==> src/include/tpd_params.svh <==
// constants for the timer pin direction control block
// assumes a 100 MHz device clock and two timer channels
`ifndef TPD_PARAMS_SVH
`define TPD_PARAMS_SVH
`define TPD_NUM_CH      2
`define TPD_FN_W        2
`define TPD_FN_GPIN     2'h0
`define TPD_FN_GPOUT    2'h1
`define TPD_FN_TIMER    2'h2
`define TPD_MODE_W      3
`endif

==> src/include/tpd_pkg.sv <==
// types for the timer pin direction control block
// assumes tpd_params.svh is on the include path
package tpd_pkg;
  typedef enum logic [1:0] {
    TPD_GP_IN,
    TPD_GP_OUT,
    TPD_TIMER_IO
  } tpd_fn_t;
  typedef enum logic [2:0] {
    TPD_EVENT_CNT,
    TPD_MEASURE,
    TPD_WATCHDOG,
    TPD_PLAIN_TIMER,
    TPD_PULSE_MOD
  } tpd_mode_t;
endpackage : tpd_pkg

==> src/verilog/tpd_pin_ctrl.sv <==
// pin direction control for the two timer channel pins
// assumes control fields come from each channel's ctrl/stat register
// logic on clk_i; pins arrive asynchronously
`timescale 1ns/1ns
`include "tpd_params.svh"
module tpd_pin_ctrl #(
  parameter int NCH = `TPD_NUM_CH
) (
  input  wire logic                  clk_i,
  input  wire logic                  rst_b_i,
  input  wire logic [NCH*2-1:0]      ch_fn_i,
  input  wire logic [NCH*3-1:0]      ch_mode_i,
  input  wire logic [NCH-1:0]        gp_dout_i,
  input  wire logic [NCH-1:0]        tmr_out_i,
  input  wire logic [NCH-1:0]        timer_pin_i,
  output logic      [NCH-1:0]        timer_pin_o,
  output logic      [NCH-1:0]        timer_pin_oe_b_o,
  output logic      [NCH-1:0]        gp_din_o,
  output logic      [NCH-1:0]        tmr_in_o
);

  ////////////////////////////////////////////////////////////////////////
  // helper: timer modes that drive the pin
  function automatic logic mode_drives(input logic [2:0] m);
    mode_drives = (m == 3'(tpd_pkg::TPD_WATCHDOG)) ||
                  (m == 3'(tpd_pkg::TPD_PLAIN_TIMER)) ||
                  (m == 3'(tpd_pkg::TPD_PULSE_MOD));
  endfunction : mode_drives

  logic [NCH-1:0] sync1_ff;
  logic [NCH-1:0] sync2_ff;
  logic [NCH-1:0] nxt_oe_b;
  logic [NCH-1:0] nxt_pin;

  ////////////////////////////////////////////////////////////////////////
  // two-stage synchroniser; first stage feeds only the second
  always_ff @(posedge clk_i or negedge rst_b_i) begin
    if (!rst_b_i) begin
      sync1_ff <= '0;
      sync2_ff <= '0;
    end else begin
      sync1_ff <= timer_pin_i;
      sync2_ff <= sync1_ff;
    end
  end

  always_comb begin
    for (int i = 0; i < NCH; i++) begin
      nxt_oe_b[i] = 1'b1;
      nxt_pin[i]  = 1'b0;
      unique case (ch_fn_i[i*2 +: 2])
        `TPD_FN_GPOUT: begin
          nxt_oe_b[i] = 1'b0;
          nxt_pin[i]  = gp_dout_i[i];
        end
        `TPD_FN_TIMER: begin
          // counter and measurement modes leave pin undriven
          nxt_oe_b[i] = !mode_drives(ch_mode_i[i*3 +: 3]);
          nxt_pin[i]  = tmr_out_i[i];
        end
        default: begin
          // gp input and illegal codes stay input, safe choice
          nxt_oe_b[i] = 1'b1;
        end
      endcase
    end
  end

  ////////////////////////////////////////////////////////////////////////
  // registered pin drive; reset leaves every pin input
  always_ff @(posedge clk_i or negedge rst_b_i) begin
    if (!rst_b_i) begin
      timer_pin_oe_b_o <= '1;
      timer_pin_o      <= '0;
    end else begin
      timer_pin_oe_b_o <= nxt_oe_b;
      timer_pin_o      <= nxt_pin;
    end
  end

  always_ff @(posedge clk_i or negedge rst_b_i) begin
    if (!rst_b_i) begin
      gp_din_o <= '0;
      tmr_in_o <= '0;
    end else begin
      gp_din_o <= sync2_ff;
      tmr_in_o <= sync2_ff;
    end
  end

  ////////////////////////////////////////////////////////////////////////
  for (genvar g = 0; g < NCH; g++) begin : g_ast
    AST_INPUT_MODES: assert property (@(posedge clk_i) disable iff (!rst_b_i)
      (ch_fn_i[g*2 +: 2] == `TPD_FN_TIMER &&
       !mode_drives(ch_mode_i[g*3 +: 3])) |=> timer_pin_oe_b_o[g])
      else $error("timer pin driven in input mode");
    AST_OUTPUT_MODES: assert property (@(posedge clk_i) disable iff (!rst_b_i)
      (ch_fn_i[g*2 +: 2] == `TPD_FN_TIMER &&
       mode_drives(ch_mode_i[g*3 +: 3])) |=>
       (!timer_pin_oe_b_o[g] && timer_pin_o[g] == $past(tmr_out_i[g])))
      else $error("timer pin not driven in output mode");
    AST_GP_IN: assert property (@(posedge clk_i) disable iff (!rst_b_i)
      (ch_fn_i[g*2 +: 2] == `TPD_FN_GPIN) |=> timer_pin_oe_b_o[g])
      else $error("gp input pin driven");
    AST_GP_OUT: assert property (@(posedge clk_i) disable iff (!rst_b_i)
      (ch_fn_i[g*2 +: 2] == `TPD_FN_GPOUT) |=>
      (!timer_pin_oe_b_o[g] && timer_pin_o[g] == $past(gp_dout_i[g])))
      else $error("gp output not following data bit");
    AST_GP_READ: assert property (@(posedge clk_i) disable iff (!rst_b_i)
      ##3 gp_din_o[g] == $past(timer_pin_i[g], 3))
      else $error("gp input read value wrong");
  end

  ////////////////////////////////////////////////////////////////////////
  // per-code direction and drive value checks, then read path checks; one per mode so a slip in the
  // decode function shows up by name rather than as a group
  for (genvar g = 0; g < NCH; g++) begin : g_ast_code

    AST_FN3_IN: assert property (
      @(posedge clk_i) disable iff (!rst_b_i)
      (ch_fn_i[g*2 +: 2] == 2'h3) |=>
      timer_pin_oe_b_o[g])
      else $error("unused pin use code drives pin");

    AST_EVENT_IN: assert property (
      @(posedge clk_i) disable iff (!rst_b_i)
      (ch_fn_i[g*2 +: 2] == `TPD_FN_TIMER &&
       ch_mode_i[g*3 +: 3] == 3'(tpd_pkg::TPD_EVENT_CNT)) |=>
      timer_pin_oe_b_o[g]) else $error("event count mode drives pin");

    AST_MEASURE_IN: assert property (
      @(posedge clk_i) disable iff (!rst_b_i)
      (ch_fn_i[g*2 +: 2] == `TPD_FN_TIMER &&
       ch_mode_i[g*3 +: 3] == 3'(tpd_pkg::TPD_MEASURE)) |=>
      timer_pin_oe_b_o[g]) else $error("measure mode drives pin");

    AST_SPARE_MODE_IN: assert property (
      @(posedge clk_i) disable iff (!rst_b_i)
      (ch_fn_i[g*2 +: 2] == `TPD_FN_TIMER &&
       ch_mode_i[g*3 +: 3] > 3'(tpd_pkg::TPD_PULSE_MOD)) |=>
      timer_pin_oe_b_o[g]) else $error("spare mode code drives pin");

    AST_WATCHDOG_OUT: assert property (
      @(posedge clk_i) disable iff (!rst_b_i)
      (ch_fn_i[g*2 +: 2] == `TPD_FN_TIMER &&
       ch_mode_i[g*3 +: 3] == 3'(tpd_pkg::TPD_WATCHDOG)) |=>
      !timer_pin_oe_b_o[g]) else $error("watchdog mode leaves pin off");

    AST_PLAIN_OUT: assert property (
      @(posedge clk_i) disable iff (!rst_b_i)
      (ch_fn_i[g*2 +: 2] == `TPD_FN_TIMER &&
       ch_mode_i[g*3 +: 3] == 3'(tpd_pkg::TPD_PLAIN_TIMER)) |=>
      !timer_pin_oe_b_o[g]) else $error("timer mode leaves pin off");

    AST_PULSE_OUT: assert property (
      @(posedge clk_i) disable iff (!rst_b_i)
      (ch_fn_i[g*2 +: 2] == `TPD_FN_TIMER &&
       ch_mode_i[g*3 +: 3] == 3'(tpd_pkg::TPD_PULSE_MOD)) |=>
      !timer_pin_oe_b_o[g]) else $error("pulse mode leaves pin off");

    AST_TIMER_VALUE: assert property (
      @(posedge clk_i) disable iff (!rst_b_i)
      (ch_fn_i[g*2 +: 2] == `TPD_FN_TIMER) |=>
      (timer_pin_o[g] == $past(tmr_out_i[g])))
      else $error("timer drive value wrong");

    AST_GP_OUT_HI: assert property (
      @(posedge clk_i) disable iff (!rst_b_i)
      (ch_fn_i[g*2 +: 2] == `TPD_FN_GPOUT && gp_dout_i[g]) |=>
      timer_pin_o[g])
      else $error("gp output high not driven");

    AST_GP_OUT_LO: assert property (
      @(posedge clk_i) disable iff (!rst_b_i)
      (ch_fn_i[g*2 +: 2] == `TPD_FN_GPOUT && !gp_dout_i[g]) |=>
      !timer_pin_o[g])
      else $error("gp output low not driven");

    AST_GP_OUT_ENABLE: assert property (
      @(posedge clk_i) disable iff (!rst_b_i)
      (ch_fn_i[g*2 +: 2] == `TPD_FN_GPOUT) |=>
      !timer_pin_oe_b_o[g])
      else $error("gp output use leaves pin off");

    AST_GP_IN_LOW: assert property (
      @(posedge clk_i) disable iff (!rst_b_i)
      (ch_fn_i[g*2 +: 2] == `TPD_FN_GPIN) |=>
      !timer_pin_o[g])
      else $error("gp input use left drive value high");

    AST_FN3_LOW: assert property (
      @(posedge clk_i) disable iff (!rst_b_i)
      (ch_fn_i[g*2 +: 2] == 2'h3) |=>
      !timer_pin_o[g])
      else $error("unused use code left drive value high");

    AST_TMR_READ: assert property (
      @(posedge clk_i) disable iff (!rst_b_i)
      ##3
      (tmr_in_o[g] == $past(timer_pin_i[g], 3)))
      else $error("timer input read value wrong");

    AST_SYNC_FIRST: assert property (
      @(posedge clk_i) disable iff (!rst_b_i)
      1'b1 |=>
      (sync1_ff[g] == $past(timer_pin_i[g])))
      else $error("first sync stage missed pin");

    AST_SYNC_CHAIN: assert property (
      @(posedge clk_i) disable iff (!rst_b_i)
      1'b1 |=>
      (sync2_ff[g] == $past(sync1_ff[g])))
      else $error("second sync stage missed first");

    AST_PATHS_AGREE: assert property (
      @(posedge clk_i) disable iff (!rst_b_i)
      1'b1 |->
      (gp_din_o[g] == tmr_in_o[g]))
      else $error("software and timer pin reads differ");

  end

endmodule : tpd_pin_ctrl

==> config.mk <==
export PLATFORM = sky130hd
export DESIGN_NAME = tpd_pin_ctrl
export DESIGN_NICKNAME = d
export VERILOG_FILES = /design/src/include/tpd_pkg.sv /design/src/verilog/tpd_pin_ctrl.sv
export VERILOG_INCLUDE_DIRS = /design/src /design/src/include
export SDC_FILE = /design/constraint.sdc
export NUM_CORES = 1
export LEC_CHECK = 0
export ABC_AREA = 1
export BUFFER_PORTS_ARGS = -buffer_cell sky130_fd_sc_hd__buf_4
export CORE_AREA = 3 3 40 42
export DETAILED_ROUTE_END_ITERATION = 10
export DIE_AREA = 0 0 43 45
export MAX_ROUTING_LAYER = met4
export PLACE_DENSITY = 0.63
export SETUP_SLACK_MARGIN = 0.3
export SLEW_MARGIN = 5
export SYNTH_ARGS = -nofsm -noshare
export SYNTH_HDL_FRONTEND = slang
export SYNTH_SLANG_ARGS = --single-unit
==> constraint.sdc <==
create_clock -name clk_i -period 1.6 [get_ports clk_i]
set_input_delay 0.16 -clock clk_i [delete_from_list [all_inputs] [get_ports clk_i]]
set_output_delay 0.16 -clock clk_i [all_outputs]
set_load 0.02 [all_outputs]
======== Word level (Yosys, flattened, before mapping) ========
Index checks and enable logic that the tools add are counted.
word-level totals
  flip-flop bits (word level) ............. 10
  bits of input ports ..................... 18
  logic and storage cells ................. 25
cells by class
  eq/ne operators ......................... 10
  multiplexer cells ....................... 4
  reduce and logical (&&, ||, !) cells .... 6
operators by type and width
  operator              count
  $eq A3 B2 Y1 const B  4
  $pmux W1 S2           4
  $eq A3 B3 Y1 const B  2
  $eq A2 B1 Y1 const B  2
  $eq A2 B2 Y1 const B  2
  $logic_or A1 B1 Y1    4
  $logic_not A1 Y1      2

======== Logic depth before layout (Yosys ltp) ========
  depth after elaboration ................. 5
  depth in mapped cells ................... 6
  depth with buffers taken out ............ 6

======== Least setup slack after synthesis ========
OpenSTA, ideal clock, no wires.
  path type ............................... register to output
  start ................................... register tmr_in_o[0]
  end ..................................... output tmr_in_o[0]
  arrival time ............................ 0.613 ns
  setup slack ............................. 0.827 ns
  stages on the path, launching flop included .. 2
  cells stage by stage .................... dfrtp_1 > buf_4
RTL lines
  item                      line                RTL
  start: declaration        tpd_pin_ctrl.sv:19  output logic [NCH-1:0] tmr_in_o
  start signal: assignment  tpd_pin_ctrl.sv:87  tmr_in_o <= sync2_ff;
No word-level cell between the ends.

======== Final worst setup path ========
  start ................................... register timer_pin_oe_b_o[0]
  end ..................................... output timer_pin_oe_b_o[0]
RTL lines
  item                      line                RTL
  start: declaration        tpd_pin_ctrl.sv:17  output logic [NCH-1:0] timer_pin_oe_b_o,
  start signal: assignment  tpd_pin_ctrl.sv:76  timer_pin_oe_b_o <= nxt_oe_b;
No word-level cell between the ends.

==> metrics.txt <==
Max Freq=936 MHz; Antenna diodes=0; Clk network pwr share=0.370; first drt pass iteration count=1; Final Hold Fails=0; Setup CP Type=reg -> out; outcome=complete, no violations; worst reg2reg path depth=0; number of synthesis warnings=0; CP endpoint kind=primary output; Core Region=1280 um2; Unique masters post-synth=10; Root Buffer=clkbuf_4; clk slew on worst S/H paths=0.06 ns; initial drt markers=0; Critical Path RT=1.44 ns; Die W=43 um; first-pass GRT wire length=1.21 mm; vias in the first global route=between 300 and 400; WL/cell=8.84 um; Vias/cell=4.07; P_sw=137 uW; TritonCTS Buffers=3; Max FO, Critical Path=1; TritonCTS clock tree=yes; dpl ws=0.760 ns; share of post-route cells with drive strength above 1=0.458; setup_tns=0 ns; I/O Pins=26; Cell Int Power=about 470 uW; crit path cell chain=buf_4; post-route cell area=691 um2; Placement Cell Area=624 um2; Power Density=875 nW/um2; Tot GR Track Use=0.102; Startpoint Class=flop; CTS Buffer Depth=2; Max Cap Viol=0; FF-to-FF End=tmr_in_o[0]; Hold Path Class=in -> reg; RSZ-0062 raised after global routing=false; drt drc=0; Sequential Area=about 250 um2; Hold Startpoint=ch_mode_i[4]; Routed Antenna Nets=0; die area=1940 um2; crit path buf inv count=1; Worst slew margin=0.916; final period utilization=0.668; Peak VDD IR=~460 uV; final wirelength=769 um; crit path DAT=between 0.9 and 1 ns; delay of the slowest critical-path stage=0.51 ns; post-route clock skew=0.00277 ns; Worst Slack Setup Final=~0.53 ns; reg2reg start=sync2_ff[0]; Avg Cell Area, Syn=10.3 um2; grt ovf=0; CTS H-tree lvls=1; Post-Syn Instances=42; Final Setup Violations=0; Nets=95; register-to-register setup slack=1.13 ns; final worst path period need=1.07 ns; worst hold stages=4; Sequential Power Share=0.455; FILL cells=approximately 110; Worst Hold End=timer_pin_oe_b_o[1]; largest net degree at the start of global routing=11; sw frac=0.227; Logic pwr share=0.175; Post-DP HPWL=646 um; row count=13; Starting Density=0.337; vias=about 350; area of the multi-input gates=135 um2; Skew-Pair Late Insertion Delay=around 0.27 ns; Layout area overhead=59.5%; initial antenna violation count=0; max-slew violation count=0; #FFs+latches synth=10; Leak Pwr=0.000374 uW; worst slew pin tran=0.127 ns; Chip Height=45 um; I/O Buffers=25; CTS sink cnt=10; Final GP Congestion=around 0.73; register area share after synthesis=0.584; Net Count, Synth=64; Slowest-stage cell, CP=dfstp_2; crit-path leading delay family=flip-flops; synthesized area=433 um2
==> routing by layer <==
metal  up-vias  routed length (um)  part of all wire  track usage
met5         -                   0                 0            -
met3         5                  90              0.12       0.0637
met1       152                 238              0.31       0.0818
met4         0                  36             0.047        0.108
li1        183                   -                 -            -
met2        14                 403              0.52        0.150
==> worst max path at each step <==
stage / from / end / slack [ns] / cells after the start
after floorplan: tmr_in_o[0] / tmr_in_o[0] / 0.83 / 1
after global placement: ch_fn_i[2] / timer_pin_oe_b_o[1] / 0.77 / 4
after detailed placement: ch_fn_i[2] / timer_pin_oe_b_o[1] / 0.76 / 5
after CTS: timer_pin_oe_b_o[0] / timer_pin_oe_b_o[0] / 0.53 / 1
after global routing: timer_pin_oe_b_o[1] / timer_pin_oe_b_o[1] / 0.49 / 1
final: timer_pin_oe_b_o[0] / timer_pin_oe_b_o[0] / 0.53 / 1
==> registers in the layout, indices dropped and copies added (netlist names) <==
| signal | count |
|---|---|
| sync1_ff | 2 |
| sync2_ff | 2 |
| timer_pin_o | 2 |
| timer_pin_oe_b_o | 2 |
| tmr_in_o | 2 |
==> power groups by stage <==
stage	Clock (uW)	Combinational (uW)	Sequential, uW
3_5_place_dp	0	102	280
3_3_place_gp	0	99.9	279
4_1_cts	229	108	276
6_report	223	106	275
5_1_grt	245	117	277
2_1_floorplan	0	29.5	293
==> timing repair <==
action | in CTS | in global routing
endpoints found under the hold margin | 12 | 0
hold buffers | 3 | 0
gates resized for setup | 0 | 0
buffers inserted | 0 | 0
==> kinds of logic (layout without fill, tap and decap cells) <==
kind of cell    count (synthesis)  in the layout  synth area share
compound gates                  4              4            0.0636
fa+ha+maj                       4              4             0.116
buf+inv                        10             40             0.104
flops                          10             10             0.584
simple gates                   14             14             0.133
==> final cells by class <==
type | count | area share
well taps | 15 | 0.0272
repair buffers | 28 | 0.315
flip-flops and latches | 10 | 0.366
inverters | 8 | 0.0435
clock buffers | 4 | 0.0525
multi-input cells | 22 | 0.196
==> synth_stat cells, drive strengths merged <==
library cell | number | share of area
nand2 | 10 | 0.087
dfrtp | 8 | 0.46
inv | 8 | 0.069
a21oi | 4 | 0.064
ha | 4 | 0.12
buf | 2 | 0.035
dfstp | 2 | 0.12
nor2 | 2 | 0.017
or2 | 2 | 0.029
==> stage by stage <==
| stage | utilization | cells | power [uW] | hold slack (ns) |
|---|---|---|---|---|
| after floorplan | - | 42 | 322 | -0.136 |
| after detailed placement | 0.486 | 80 | 382 | -0.00905 |
| final | 0.537 | 87 | 604 | 0.110 |
| after global routing | 0.537 | 87 | 639 | 0.112 |
| after CTS | 0.537 | 87 | 613 | 0.110 |
| after global placement | 0.486 | 80 | 379 | -0.00979 |
==> cell usage in the layout (no fill, tap or decap) <==
cell type	synthesis	layout
inv_1	8	8
or2_1	2	2
buf_4	2	25
dfrtp_1	8	8
dfstp_2	2	2
nor2_1	2	2
nand2_1	10	10
a21oi_2	2	2
clkbuf_4	0	3
dlygate4sd3_1	0	3
clkbuf_8	0	1
ha_1	4	4
a21oi_1	2	2
No activity file was read; power rests on OpenSTA's default activity.
